--- src/pkg/pldc_pkg.sv ---
/*
  package of the indicator and port function control registers:
  offsets, field positions, reset values, blink timing and carriers.
  assumes a 200 MHz core clock and a 5-bit management register address.
*/
package pldc_pkg;

  // ==========================================================
  // register offsets
  localparam logic [4:0] IDC_ADDR = 5'h18;
  localparam logic [4:0] PFC_ADDR = 5'h19;

  // ==========================================================
  // indicator_direct_control fields
  localparam int IDC_ACT_RX_BIT = 8;
  localparam int IDC_BLINK_LO = 6;
  localparam int IDC_SPD_OVR_BIT = 5;
  localparam int IDC_LNK_OVR_BIT = 4;
  localparam int IDC_ACT_OVR_BIT = 3;
  localparam int IDC_SPD_VAL_BIT = 2;
  localparam int IDC_LNK_VAL_BIT = 1;
  localparam int IDC_ACT_VAL_BIT = 0;
  localparam logic [8:0] IDC_RESET = 9'h000;

  // ==========================================================
  // port_function_control fields
  localparam int PFC_XOVER_EN_BIT = 15;
  localparam int PFC_FORCE_XOVER_BIT = 14;
  localparam int PFC_PAUSE_RX_BIT = 13;
  localparam int PFC_PAUSE_TX_BIT = 12;
  localparam int PFC_INJECT_BIT = 11;
  localparam int PFC_SEQ_SEL_BIT = 10;
  localparam int PFC_PASS_BIT = 9;
  localparam int PFC_RUN_BIT = 8;
  localparam logic PFC_FORCE_XOVER_RESET = 1'b0;
  localparam logic PFC_SEQ_SEL_RESET = 1'b0;
  localparam logic PFC_RUN_RESET = 1'b0;
  localparam logic PFC_PASS_RESET = 1'b0;

  // ==========================================================
  // pause advertisement pair: bit 0 symmetric, bit 1 asymmetric
  localparam int PAUSE_SYM_BIT = 0;
  localparam int PAUSE_ASM_BIT = 1;

  // ==========================================================
  // blink timing: base tick at twice the fastest blink rate
  localparam int CLK_HZ = 200_000_000;
  localparam int BLINK_FAST_HZ = 48;
  localparam int BLINK_TICK_CYCLES = CLK_HZ / (2 * BLINK_FAST_HZ);

  typedef enum logic [1:0] {
    PLDC_BLINK_6HZ = 2'b00,
    PLDC_BLINK_12HZ = 2'b01,
    PLDC_BLINK_24HZ = 2'b10,
    PLDC_BLINK_48HZ = 2'b11
  } pldc_blink_type;

  // ==========================================================
  // stored indicator control fields
  typedef struct packed {
    logic activity_source_rx_only;
    pldc_blink_type blink_rate_select;
    logic speed_override_enable;
    logic link_override_enable;
    logic activity_override_enable;
    logic forced_speed_value;
    logic forced_link_value;
    logic forced_activity_value;
  } pldc_indicator_type;

  // live status from the port core
  typedef struct packed {
    logic link_up;
    logic speed_100;
    logic tx_activity;
    logic rx_activity;
    logic blink_on_activity;
  } pldc_status_type;

endpackage

--- src/logic/pldc_regs.sv ---
/*
  indicator direct control and port function control registers with
  indicator drive, blink divider, pause resolution and self-test control.
  assumes the management engine decodes serial frames into one-cycle
  read and write strobes on clk; port status comes from core logic on clk;
  the crossover strap is a pin and is synchronised here.
*/
module pldc_regs #(
  parameter int BLINK_TICK = pldc_pkg::BLINK_TICK_CYCLES
) (
  input wire logic clk,
  input wire logic resetn,
  input wire logic [4:0] mgmt_addr,
  input wire logic mgmt_wr,
  input wire logic mgmt_rd,
  input wire logic [15:0] mgmt_wdata,
  output logic [15:0] mgmt_rdata,
  input wire pldc_pkg::pldc_status_type port_status,
  input wire logic [1:0] local_pause_adv,
  input wire logic [1:0] partner_pause_adv,
  input wire logic hcd_full_duplex,
  input wire logic crossover_strap,
  input wire logic selftest_error,
  output logic speed_indicator_pin,
  output logic link_indicator_pin,
  output logic activity_collision_indicator_pin,
  output logic auto_crossover_enable,
  output logic force_crossover,
  output logic selftest_run,
  output logic selftest_sequence_select,
  output logic selftest_error_inject
);

  // ==========================================================
  // decode
  // register select, shared by the write strobes and the read mux
  function automatic logic addr_hit(input logic [4:0] addr, input logic [4:0] reg_addr);
    return (addr == reg_addr);
  endfunction

  wire logic idc_sel = addr_hit(mgmt_addr, pldc_pkg::IDC_ADDR);
  wire logic pfc_sel = addr_hit(mgmt_addr, pldc_pkg::PFC_ADDR);
  wire logic idc_wr = mgmt_wr && idc_sel;
  wire logic pfc_wr = mgmt_wr && pfc_sel;

  // ==========================================================
  // strap capture after reset release
  logic strap_meta_q;
  logic strap_sync_q;
  logic [1:0] strap_wait_q;

  // strap reaches the second flop two edges after release; keep loading
  // through the third edge so the synchronised level is what lands
  wire logic strap_load = (strap_wait_q != 2'h3);

  always_ff @(posedge clk or negedge resetn) begin
    if (!resetn) begin
      strap_meta_q <= 1'b0;
      strap_sync_q <= 1'b0;
      strap_wait_q <= 2'h0;
    end else begin
      strap_meta_q <= crossover_strap;
      strap_sync_q <= strap_meta_q;
      if (strap_load) begin
        strap_wait_q <= strap_wait_q + 2'h1;
      end
    end
  end

  // ==========================================================
  // indicator_direct_control
  pldc_pkg::pldc_indicator_type idc_q;
  wire pldc_pkg::pldc_indicator_type idc_d = pldc_pkg::pldc_indicator_type'(mgmt_wdata[8:0]);

  always_ff @(posedge clk or negedge resetn) begin
    if (!resetn) begin
      idc_q <= pldc_pkg::pldc_indicator_type'(pldc_pkg::IDC_RESET);
    end else if (idc_wr) begin
      idc_q <= idc_d;
    end
  end

  // ==========================================================
  // port_function_control
  logic xover_en_q;
  logic force_xover_q;
  logic seq_sel_q;
  logic run_q;
  logic pass_q;
  logic inject_q;
  logic run_d;

  assign run_d = pfc_wr ? mgmt_wdata[pldc_pkg::PFC_RUN_BIT] : run_q;

  always_ff @(posedge clk or negedge resetn) begin
    if (!resetn) begin
      xover_en_q <= 1'b0;
    end else if (strap_load) begin
      xover_en_q <= strap_sync_q;
    end else if (pfc_wr) begin
      xover_en_q <= mgmt_wdata[pldc_pkg::PFC_XOVER_EN_BIT];
    end
  end

  always_ff @(posedge clk or negedge resetn) begin
    if (!resetn) begin
      force_xover_q <= pldc_pkg::PFC_FORCE_XOVER_RESET;
    end else if (pfc_wr) begin
      force_xover_q <= mgmt_wdata[pldc_pkg::PFC_FORCE_XOVER_BIT];
    end
  end

  always_ff @(posedge clk or negedge resetn) begin
    if (!resetn) begin
      seq_sel_q <= pldc_pkg::PFC_SEQ_SEL_RESET;
    end else if (pfc_wr) begin
      seq_sel_q <= mgmt_wdata[pldc_pkg::PFC_SEQ_SEL_BIT];
    end
  end

  always_ff @(posedge clk or negedge resetn) begin
    if (!resetn) begin
      run_q <= pldc_pkg::PFC_RUN_RESET;
    end else if (pfc_wr) begin
      run_q <= run_d;
    end
  end

  // one-cycle inject pulse; the stored bit never reads back as one
  always_ff @(posedge clk or negedge resetn) begin
    if (!resetn) begin
      inject_q <= 1'b0;
    end else begin
      inject_q <= pfc_wr && mgmt_wdata[pldc_pkg::PFC_INJECT_BIT] && run_d;
    end
  end

  // pass latch: set at start, dropped on any error after the start cycle, cleared on stop
  always_ff @(posedge clk or negedge resetn) begin
    if (!resetn) begin
      pass_q <= pldc_pkg::PFC_PASS_RESET;
    end else if (!run_d) begin
      pass_q <= 1'b0;
    end else if (!run_q) begin
      pass_q <= 1'b1;
    end else if (selftest_error) begin
      pass_q <= 1'b0;
    end
  end

  // ==========================================================
  // pause resolution, full duplex only
  wire logic l_sym = local_pause_adv[pldc_pkg::PAUSE_SYM_BIT];
  wire logic l_asm = local_pause_adv[pldc_pkg::PAUSE_ASM_BIT];
  wire logic p_sym = partner_pause_adv[pldc_pkg::PAUSE_SYM_BIT];
  wire logic p_asm = partner_pause_adv[pldc_pkg::PAUSE_ASM_BIT];
  wire logic both_sym = l_sym && p_sym;
  wire logic pause_rx = hcd_full_duplex && (both_sym || (l_sym && l_asm && !p_sym && p_asm));
  wire logic pause_tx = hcd_full_duplex && (both_sym || (!l_sym && l_asm && p_sym && p_asm));

  // ==========================================================
  // blink divider
  logic [31:0] tick_cnt_q;
  logic [3:0] phase_q;
  wire logic tick = (tick_cnt_q == 32'(BLINK_TICK - 1));

  always_ff @(posedge clk or negedge resetn) begin
    if (!resetn) begin
      tick_cnt_q <= 32'h0000_0000;
      phase_q <= 4'h0;
    end else if (tick) begin
      tick_cnt_q <= 32'h0000_0000;
      phase_q <= phase_q + 4'h1;
    end else begin
      tick_cnt_q <= tick_cnt_q + 32'h0000_0001;
    end
  end

  logic blink_phase;
  always_comb begin
    case (idc_q.blink_rate_select)
      pldc_pkg::PLDC_BLINK_48HZ: blink_phase = phase_q[0];
      pldc_pkg::PLDC_BLINK_24HZ: blink_phase = phase_q[1];
      pldc_pkg::PLDC_BLINK_12HZ: blink_phase = phase_q[2];
      pldc_pkg::PLDC_BLINK_6HZ: blink_phase = phase_q[3];
      default: blink_phase = phase_q[3];
    endcase
  end

  // ==========================================================
  // indicator drive
  wire logic activity = idc_q.activity_source_rx_only ? port_status.rx_activity
                      : (port_status.rx_activity || port_status.tx_activity);
  wire logic link_normal = port_status.link_up
                         && !(port_status.blink_on_activity && activity && blink_phase);
  wire logic spd_d = idc_q.speed_override_enable ? idc_q.forced_speed_value
                   : port_status.speed_100;
  wire logic lnk_d = idc_q.link_override_enable ? idc_q.forced_link_value
                   : link_normal;
  wire logic act_d = idc_q.activity_override_enable ? idc_q.forced_activity_value
                   : activity;

  always_ff @(posedge clk or negedge resetn) begin
    if (!resetn) begin
      speed_indicator_pin <= 1'b0;
    end else begin
      speed_indicator_pin <= spd_d;
    end
  end

  always_ff @(posedge clk or negedge resetn) begin
    if (!resetn) begin
      link_indicator_pin <= 1'b0;
    end else begin
      link_indicator_pin <= lnk_d;
    end
  end

  always_ff @(posedge clk or negedge resetn) begin
    if (!resetn) begin
      activity_collision_indicator_pin <= 1'b0;
    end else begin
      activity_collision_indicator_pin <= act_d;
    end
  end

  // ==========================================================
  // read path
  wire logic [15:0] idc_rd = {7'h00, idc_q};
  wire logic [15:0] pfc_rd = {xover_en_q, force_xover_q, pause_rx, pause_tx, 1'b0,
                              seq_sel_q, pass_q, run_q, 8'h00};
  wire logic [15:0] rd_d = idc_sel ? idc_rd
                         : pfc_sel ? pfc_rd : 16'h0000;

  always_ff @(posedge clk or negedge resetn) begin
    if (!resetn) begin
      mgmt_rdata <= 16'h0000;
    end else if (mgmt_rd) begin
      mgmt_rdata <= rd_d;
    end
  end

  // ==========================================================
  // control outputs
  always_ff @(posedge clk or negedge resetn) begin
    if (!resetn) begin
      auto_crossover_enable <= 1'b0;
    end else begin
      auto_crossover_enable <= xover_en_q;
    end
  end

  always_ff @(posedge clk or negedge resetn) begin
    if (!resetn) begin
      force_crossover <= 1'b0;
    end else begin
      force_crossover <= force_xover_q;
    end
  end

  always_ff @(posedge clk or negedge resetn) begin
    if (!resetn) begin
      selftest_run <= 1'b0;
    end else begin
      selftest_run <= run_q;
    end
  end

  always_ff @(posedge clk or negedge resetn) begin
    if (!resetn) begin
      selftest_sequence_select <= 1'b0;
    end else begin
      selftest_sequence_select <= seq_sel_q;
    end
  end

  always_ff @(posedge clk or negedge resetn) begin
    if (!resetn) begin
      selftest_error_inject <= 1'b0;
    end else begin
      selftest_error_inject <= inject_q;
    end
  end

endmodule // pldc_regs

--- config.mk ---
export PLATFORM = sky130hd
export DESIGN_NAME = pldc_regs
export DESIGN_NICKNAME = d
export VERILOG_FILES = /design/src/pkg/pldc_pkg.sv /design/src/logic/pldc_regs.sv
export SDC_FILE = /design/constraint.sdc
export NUM_CORES = 1
export LEC_CHECK = 0
export ABC_AREA = 1
export BUFFER_PORTS_ARGS = -buffer_cell sky130_fd_sc_hd__buf_2
export CORE_ASPECT_RATIO = 0.9
export CORE_MARGIN = 4
export CORE_UTILIZATION = 54
export DETAILED_ROUTE_END_ITERATION = 10
export PLACE_DENSITY = 0.76
export SYNTH_ARGS = -nofsm -noshare
export SYNTH_HDL_FRONTEND = slang
export SYNTH_SLANG_ARGS = --single-unit
--- constraint.sdc ---
create_clock -name clk -period 3.9 [get_ports clk]
set_input_delay 0.39 -clock clk [delete_from_list [all_inputs] [get_ports clk]]
set_output_delay 0.39 -clock clk [all_outputs]
set_load 0.02 [all_outputs]
==> run metrics, run 1 <==
worst slew pin tran=0.9715 ns; first-pass GRT wire length=15530 um; clk_lat worst skew=0.35 ns; antenna viol nets, final=0; CTS tree=done; Hold Crit Start=crossover_strap; Worst setup startpoint=tick_cnt_q[0]; Tot Pwr=1.661 mW; area of the multi-input gates=1817 um^2; CP bufs+invs=2; CTS resizes=0; GRT Util Overall=21.21%; DR pass1 iterations=4; WL final=9122 um; ANT cells=0; RD Place Congestion=0.9108; htree depth=3; initial antenna violation count=0; Synth Area in XOR/XNOR=3.435%; register bit total from synthesis=78; row count=29; most frequent cells in the layout=nand2_1 (157), dfrtp_1 (78), inv_1 (74); reg-to-reg endpoint=tick_cnt_q[9]; CP Data Arrival Time=1.88 ns; crit-path max FO=5; Syn Inst Count=521; floorplan die height=90.47 um; Synth Area per Inst=7.831 um^2; R2R Setup Slk=2.26 ns; maximum vdd drop=212.6 uV; total negative setup slack=0 ns; slew margin rel.=35.23%; Worst Reg-to-Reg Cells=9; status=completed; Sink Count=78; 1st-iter DRT viols=162; DR vias=3460; Crit Path Category=register to register; sequential area share after synthesis=47.84%; CP Cell Sequence=inv_1 > ha_1 > nand2_1 > nor2_1 > nand3_1 > nor2_1 > nand2_1 > inv_2 > nor2_1; proportion of layout cells with a drive suffix above 1=21.43%; count of input and output buffers=56; end of the critical path=tick_cnt_q[9]; Die Span X=99.63 um; Max-Cap Viols=0; commonest non-fill, non-tap cell in the layout=nand2_1; Synthesized Nets=562; Fin. Hold Viols=0; fillers=645; Nets=624; CP Capture Type=register; Hold Crit Class=input port to register; Max Buffers Root-to-Sink=2; I/O pins=61; post-synthesis mux area share=0.5520%; Max Transition Viols Final=0; largest net degree at the start of global routing=79; DP HPWL=6934 um; max incr delay on CP=0.41 ns; DRC violations left=0; vias in the first global route=3393; Cell variety after synth=30; minimum clock period=1.638 ns; fmax=610.5 MHz; Final period util=42.00%; CP Depth=9; Critical Path Start Type=register; largest family of logic cells by synthesized area=simple AND/OR/NAND/NOR gates; die area=9013 um^2; Post-Synth Adder-Cell Area=1.227%; area of the core=7184 um^2; P&R area growth vs syn=14.29%; Remaining Overflow, GRT=0; Starting Density=56.79%; Reg area=1952 um^2; PD cells=356.1 nW/um^2; cts bufs inserted=9; RR Startpoint=tick_cnt_q[0]; CP max stage cell=dfrtp_1; Worst Path Required=4.14 ns; vias per cell=5.081; unrepaired setup endpoints after global routing=false; root buf cell=clkbuf_8; delay-heaviest family, CP=simple AND/OR/NAND/NOR gates; Post-CTS Setup Inserts=0; # hold bufs at CTS=0; CP dominant cell by count=nor2_1; Post-Synth Simple-Gate Area=34.77%; clock slew at reported path FFs=0.09 ns; Static Leak=2.446 nW; mapped cell area=4080 um^2; yosys warns=0; drt wl/cell=13.40 um; Worst Clk Skew=0.01266 ns; Synth Area in Compound Gates=4.446%; Setup violations, final=0
## synth_stat cells, drive strengths merged
library cell | n | area share [%]
ha | 4 | 1.2
xor2 | 8 | 1.7
dfrtp | 78 | 48
o211ai | 1 | 0.18
inv | 75 | 6.9
nand4 | 5 | 0.92
clkbuf | 2 | 0.18
a21o | 1 | 0.18
o21ai | 23 | 2.8
clkinv | 1 | 0.12
o31ai | 2 | 0.37
nor2 | 93 | 12
a21oi | 6 | 0.74
mux2 | 2 | 0.55
o22ai | 1 | 0.15
nand3 | 31 | 3.8
nor3 | 1 | 0.12
xnor2 | 8 | 1.7
buf | 3 | 0.43
conb | 1 | 0.092
nand2 | 175 | 18
## stage by stage
| stage | instances | cell area, um^2 | setup WS (ns) | hold slack, ns | utilization (%) |
|---|---|---|---|---|---|
| after floorplan | 521 | 4080 | 2.475 | 0.09441 | - |
| after global placement | 665 | 4454 | 2.286 | 0.3418 | 62.00 |
| after detailed placement | 665 | 4454 | 2.267 | 0.3364 | 62.00 |
| after CTS | 681 | 4663 | 2.248 | 0.1316 | 64.91 |
| after global routing | 681 | 4663 | 2.087 | 0.1272 | 64.91 |
| final | 681 | 4663 | 2.262 | 0.1401 | 64.91 |
## logic make-up (layout without fill, tap and decap cells)
logic type	Yosys count	after routing
simple gates	305	305
flops	78	78
other cells	1	1
mux	2	2
compound gates	34	34
fa+ha+maj	4	4
buf+inv	81	148
xor+xnor	16	16
## where the power goes
part | switching, mW | total, mW | leakage (nW) | internal, mW
sequential | 0.0287 | 0.880 | 1.03 | 0.851
combinational | 0.0844 | 0.134 | 1.31 | 0.0497
clock | 0.335 | 0.647 | 0.108 | 0.312
total | 0.448 | 1.66 | 2.45 | 1.21
## routing by layer
layer	up-vias	share of wire (%)	global-route usage, %
li1	1718	-	-
met1	1628	45	28.01
met2	99	49	35.57
met3	15	4.7	4.479
met4	0	1.4	5.233
met5	-	0	0
## sequential cells by signal, indices dropped and copies added (netlist names)
name / count
selftest_error_inject: 1
pass_q: 1
tick_cnt_q: 32
phase_q: 4
force_xover_q: 1
strap_sync_q: 1
strap_wait_q: 2
xover_en_q: 1
auto_crossover_enable: 1
activity_collision_indicator_pin: 1
idc_q: 9
selftest_sequence_select: 1
speed_indicator_pin: 1
inject_q: 1
selftest_run: 1
seq_sel_q: 1
mgmt_rdata: 15
force_crossover: 1
strap_meta_q: 1
run_q: 1
link_indicator_pin: 1
## cell type report
cell class,count,area share [%]
well taps,93,2.495
repair buffers,56,6.064
clock inverters,7,1.825
flip-flops and latches,78,41.86
inverters,76,6.144
multi-input cells,362,38.96
clock buffers,9,2.656
## worst min path at each step
stage	end	cells past startpoint
CTS	strap_meta_q	1
detailed placement	strap_sync_q	0
finish	strap_meta_q	1
global route	strap_meta_q	1
floorplan	activity_collision_indicator_pin	0
global placement	strap_sync_q	0
(Power assumes the default switching activity.)
==> run 2: changes to the inputs <==
==> constraint.sdc (replaced) <==
create_clock -name clk -period 1.6 [get_ports clk]
set_input_delay 0.16 -clock clk [delete_from_list [all_inputs] [get_ports clk]]
set_output_delay 0.16 -clock clk [all_outputs]
set_load 0.02 [all_outputs]
==> run 2 against run 1 <==
Against the previous run:
- utilization is 1.7 points higher
- sequential cell count is the same
- setup slack got worse by 2.2 ns
- via count is 0.52% lower
- sequential power is 140% higher
- register-to-register slack lost 2.2 ns
- hold slack worse by 0.10 ns
- total power is 140% higher
- final cell count rose by 1.9%
- non-clock buffer count rose by 13
- sequential share of layout area fell by 1.1 points
- critical path depth decreased by 2
- highest routed layer unchanged
==> run metrics, run 2 (synthesis results as in run 1) <==
status=completed; PD cells=843.3 nW/um^2; post-route worst setup slack=0.09576 ns; max reg flops=32; largest registers=tick_cnt_q x32, mgmt_rdata x15, idc_q x9; RD Place Congestion=0.9026; Max Buffers Root-to-Sink=2; Final period util=94.02%; Max-Cap Viols=0; Worst Path Required=1.85 ns; htree depth=3; proportion of layout cells with a drive suffix above 1=22.63%; Critical Path Start Type=register; Worst Reg-to-Reg Cells=7; hold path endpoint=idc_q[6]; largest net degree at the start of global routing=31; CP Cell Sequence=inv_1 > nor2_1 > nand3_1 > nor2_1 > nand2_1 > clkinv_2 > nor2_1; Static Leak=2.505 nW; fillers=609; row count=29; P&R area growth vs syn=17.33%; Post-CTS Setup Inserts=0; Hold Crit Start=mgmt_wdata[6]; DR pass1 iterations=5; unrepaired setup endpoints after global routing=false; initial antenna violation count=0; I/O pins=61; Worst Clk Skew=0.01194 ns; reg-to-reg endpoint=tick_cnt_q[14]; fmax=664.8 MHz; CP max stage cell=dfrtp_1; CTS tree=done; Sink Count=78; count of input and output buffers=56; Hold Crit Class=input port to register; area of the multi-input gates=1822 um^2; DP HPWL=7042 um; ANT cells=0; WL final=9140 um; maximum vdd drop=630.9 uV; drt wl/cell=13.17 um; crit-path max FO=7; area of the core=7184 um^2; post-route insts no fill=694; antenna viol nets, final=0; R2R Setup Slk=0.1 ns; Starting Density=56.79%; die area=9013 um^2; worst hold path cell count=3; CP Data Arrival Time=1.76 ns; Setup WS pre-CTS=0.1155 ns; final hold slack=0.03647 ns; Max Transition Viols Final=0; cts bufs inserted=9; first-pass GRT wire length=15460 um; GRT Util Overall=21.54%; root buf cell=clkbuf_8; floorplan die height=90.47 um; placed cells=673; max incr delay on CP=0.49 ns; Fin. Hold Viols=0; Nets=637; Reg area=1952 um^2; commonest non-fill, non-tap cell in the layout=nand2_1; Setup violations, final=0; Remaining Overflow, GRT=0; Top reg by flops=tick_cnt_q; vias in the first global route=3332; clk_lat worst skew=0.36 ns; RR Startpoint=tick_cnt_q[11]; CP dominant cell by count=nor2_1; DRC violations left=0; minimum clock period=1.504 ns; Crit Path Category=register to register; CP Capture Type=register; Die Span X=99.63 um; most frequent cells in the layout=nand2_1 (156), dfrtp_1 (78), inv_1 (74); 1st-iter DRT viols=164; total negative setup slack=0 ns; clock slew at reported path FFs=0.09 ns; DR vias=3442; vias per cell=4.960
run 2: changes by cell type in the layout (fill, tap and decap cells not counted), sizes merged:
cell         delta
clkbuf          +1
clkinvlp        +2
buf             +8
inv             -4
clkinv          +1
dlygate4sd3     +5
run 2: report_power, final:
group	switching (mW)	internal (mW)	total, mW
Combinational	0.206	0.138	0.344
Clock	0.779	0.772	1.55
Sequential	0.0679	2.07	2.14
Total	1.05	2.98	4.04
run 2: per-layer routing:
metal | track usage [%] | routed length, um | up-vias
li1 | - | - | 1739
met3 | 4.788 | 473 | 13
met2 | 34.28 | 4270 | 81
met5 | 0 | 0 | -
met4 | 6.485 | 136 | 0
met1 | 29.42 | 4260 | 1609
run 2: critical path: cells and delay by family, from the launching register on:
kind | cells | cell delay [ns]
buffers and inverters | 2 | 0.29
and+or+nand+nor | 5 | 0.61
DFF | 1 | 0.49
run 2: stage by stage:
step / cell area, um^2 / util (%) / power [mW]
after floorplan: 4080 / - / 2.348
after global placement: 4527 / 63.01 / 2.508
after detailed placement: 4527 / 63.01 / 2.520
after CTS: 4782 / 66.56 / 4.073
after global routing: 4787 / 66.63 / 4.216
final: 4787 / 66.63 / 4.037
run 2: worst max path at each step:
stage | start | end | slack (ns) | depth (start not counted)
floorplan | tick_cnt_q[0] | tick_cnt_q[9] | 0.18 | 9
global route | tick_cnt_q[15] | tick_cnt_q[30] | 0.005 | 7
CTS | tick_cnt_q[0] | tick_cnt_q[9] | 0.07 | 9
finish | tick_cnt_q[11] | tick_cnt_q[14] | 0.1 | 7
detailed placement | tick_cnt_q[0] | tick_cnt_q[9] | 0.12 | 9
global placement | tick_cnt_q[0] | tick_cnt_q[9] | 0.16 | 9
run 2: layout make-up:
| class | count | share of cell area, % |
|---|---|---|
| Clock inverter | 6 | 1.411 |
| Timing Repair Buffer | 69 | 8.468 |
| Inverter | 76 | 5.985 |
| Multi-Input combinational cell | 362 | 38.06 |
| Tap cell | 93 | 2.431 |
| Sequential cell | 78 | 40.77 |
| Clock buffer | 10 | 2.875 |
run 2: what timing repair did:
action | CTS | global route
endpoints found under the setup margin | 0 | 6
hold endpoints to repair | 27 | 0
hold buffers | 5 | 0
gates resized for setup | 0 | 2
==> run 3: changes to the inputs <==
--- a/config.mk
+++ b/config.mk
@@ -5,13 +5,13 @@
 export SDC_FILE = /design/constraint.sdc
 export NUM_CORES = 1
 export LEC_CHECK = 0
-export ABC_AREA = 1
 export BUFFER_PORTS_ARGS = -buffer_cell sky130_fd_sc_hd__buf_2
 export CORE_ASPECT_RATIO = 0.9
 export CORE_MARGIN = 4
 export CORE_UTILIZATION = 54
 export DETAILED_ROUTE_END_ITERATION = 10
-export PLACE_DENSITY = 0.76
+export GPL_TIMING_DRIVEN = 0
+export PLACE_DENSITY = 0.89
 export SYNTH_ARGS = -nofsm -noshare
 export SYNTH_HDL_FRONTEND = slang
 export SYNTH_SLANG_ARGS = --single-unit
==> run 3 against run 2 <==
Against the previous run:
- the flow now finishes with violations (setup timing)
- setup slack lost 0.43 ns
- final area is 6.8% lower
- clock skew decreased by 0.0037 ns
- total power is 0.57% higher
- wire length down 5.7%
- global-route usage up 0.50 points
- count of clock-buffer cells in the layout grew 1
- die area decreased by 17%
==> run metrics, run 3 <==
Remaining Overflow, GRT=0; Post-synth EDFFs=0; Top reg by flops=tick_cnt_q; commonest non-fill, non-tap cell in the layout=dfrtp_1; Die Span X=90.69 um; unrepaired setup endpoints after global routing=true; largest registers=tick_cnt_q x32, mgmt_rdata x15, idc_q x9; proportion of layout cells with a drive suffix above 1=45.53%; Worst Path Required=1.88 ns; register bit total from synthesis=78; Cell variety after synth=48; maximum vdd drop=475.8 uV; first-pass GRT wire length=12620 um; Max Buffers Root-to-Sink=2; DR vias=2600; final hold slack=0.03236 ns; DRC violations left=0; Max Transition Viols Final=0; fmax=517.6 MHz; post-route insts no fill=439; DP HPWL=4597 um; clock slew at reported path FFs=0.09 ns; worst slew pin tran=0.5037 ns; minimum clock period=1.932 ns; largest family of logic cells by synthesized area=simple AND/OR/NAND/NOR gates; vias in the first global route=2538; CTS tree=done; Synth async-reset ratio=100.0%; clk_lat worst skew=0.36 ns; max reg flops=32; GRT Util Overall=22.04%; Synthesized Nets=314; CP Cell Sequence=nand4_4 > or4_4 > or3_1 > a21oi_2; Hold Crit Class=input port to register; CP Capture Type=register; Synth Area per Inst=12.17 um^2; antenna viol nets, final=0; Synth Area in Compound Gates=8.095%; CP max stage cell=or4_4; I/O pins=61; CP Data Arrival Time=2.22 ns; crit-path max FO=4; Syn Inst Count=273; synth top area cells=dfrtp_1 (59%), xnor2_1 (5.5%), mux2_2 (5.4%); status=finished with violations; Final Util=76.58%; delay-heaviest family, CP=simple AND/OR/NAND/NOR gates; Synth Area in XOR/XNOR=7.116%; area leader, netlist=dfrtp_1; Fin. Hold Viols=0; floorplan die height=82.42 um; max incr delay on CP=0.62 ns; RD Place Congestion=0.7869; die area=7475 um^2; RR Startpoint=tick_cnt_q[8]; drt wl/cell=19.63 um; most frequent cells in the layout=dfrtp_1 (68), buf_2 (55), xnor2_1 (18); sequential area share after synthesis=58.73%; R2R Setup Slk=-0.33 ns; failing checks=setup timing; initial antenna violation count=0; root buf cell=clkbuf_8; largest net degree at the start of global routing=72; CP bufs+invs=0; Final period util=120.8%; Max-Cap Viols=0; Commonest cells post-synth=dfrtp_1 (78), xnor2_1 (21), mux2_2 (16), nand3_1 (15), nor2_1 (15); Nets=405; post-route worst setup slack=-0.3322 ns; ys flop type=dfrtp_1; Static Leak=2.119 nW; htree depth=3; DR pass1 iterations=4; slew margin rel.=66.42%; Crit Path Category=register to register; placed cells=400; P&R area growth vs syn=34.19%; Hold Crit Start=mgmt_wdata[5]; Post-Synth Adder-Cell Area=1.506%; Post-Synth Simple-Gate Area=16.08%; ANT cells=0; 1st-iter DRT viols=183; mapped cell area=3323 um^2; total negative setup slack=-3.713 ns; PD cells=910.5 nW/um^2; share of the synthesized area in the top cell type=58.73%; yosys warns=0; Worst setup startpoint=tick_cnt_q[8]; cts bufs inserted=9; most frequent cell after synthesis=dfrtp_1; Setup violations, final=26; vias per cell=5.923; Starting Density=57.07%; Sink Count=78; post-synthesis mux area share=6.401%; WL final=8619 um; Critical Path Start Type=register; area of the core=5823 um^2; row count=26; count of input and output buffers=56; Worst Clk Skew=0.008266 ns
run 3: timing repair:
item	CTS	global route
pin swaps	7	16
cloned	1	1
endpoints found under the setup margin	28	29
setup buffers	8	11
hold buffers	2	0
endpoints found under the hold margin	79	0
resized for setup	34	32
run 3: worst reg2reg max path, delay by kind of cell (launching register included):
kind	cells	cell delay, ns
simple gates	3	1.21
compound gates	1	0.15
flops	1	0.50
run 3: logic make-up after synthesis:
logic type               Yosys count
multiplexers                      18
AND/OR/NAND/NOR                   92
AO/OA/AOI/OAI                     38
buffers and inverters             15
other                              1
flip-flops                        78
XOR/XNOR                          27
adder cells (fa/ha/maj)            4
run 3: stage by stage:
step	setup WS (ns)	area [um^2]	total power, mW
final	-0.3322	4459	4.060
after global routing	-0.3498	4459	4.204
after CTS	-0.2047	4213	4.075
after detailed placement	-0.5227	3776	2.503
after global placement	-0.4621	3746	2.474
after floorplan	-0.1132	3378	2.335
run 3: power by group:
part,total [mW],switching (mW),internal [mW]
sequential,2.15,0.0735,2.08
clock,1.58,0.765,0.820
combinational,0.321,0.173,0.148
total,4.06,1.01,3.05
run 3: metal layers:
layer	share of wire, %	vias up	track usage [%]
li1	-	1161	-
met1	40	1311	25.81
met2	50	103	39.08
met3	6.3	25	6.612
met4	2.9	0	8.104
met5	0	-	0
run 3: layout make-up:
class                   instances  area, um^2
plain buffers                   6       41.29
clock buffers                  11       151.4
clock inverters                 5       65.06
fillers                       326        1364
inverters                       9       33.78
multi-input cells             180        1589
flip-flops and latches         78        1964
well taps                      70       87.58
repair buffers                 80       526.8
run 3: path summary, 6_finish.rpt:
path / endpoint / cells after the start
hold / removal: idc_q[5] / 2
setup reg to reg: tick_cnt_q[16] / 4
min in group asynchronous: mgmt_rdata[2] / 2
max in group asynchronous: tick_cnt_q[1] / 3
hold reg to reg: selftest_error_inject / 0
setup / recovery: tick_cnt_q[16] / 4
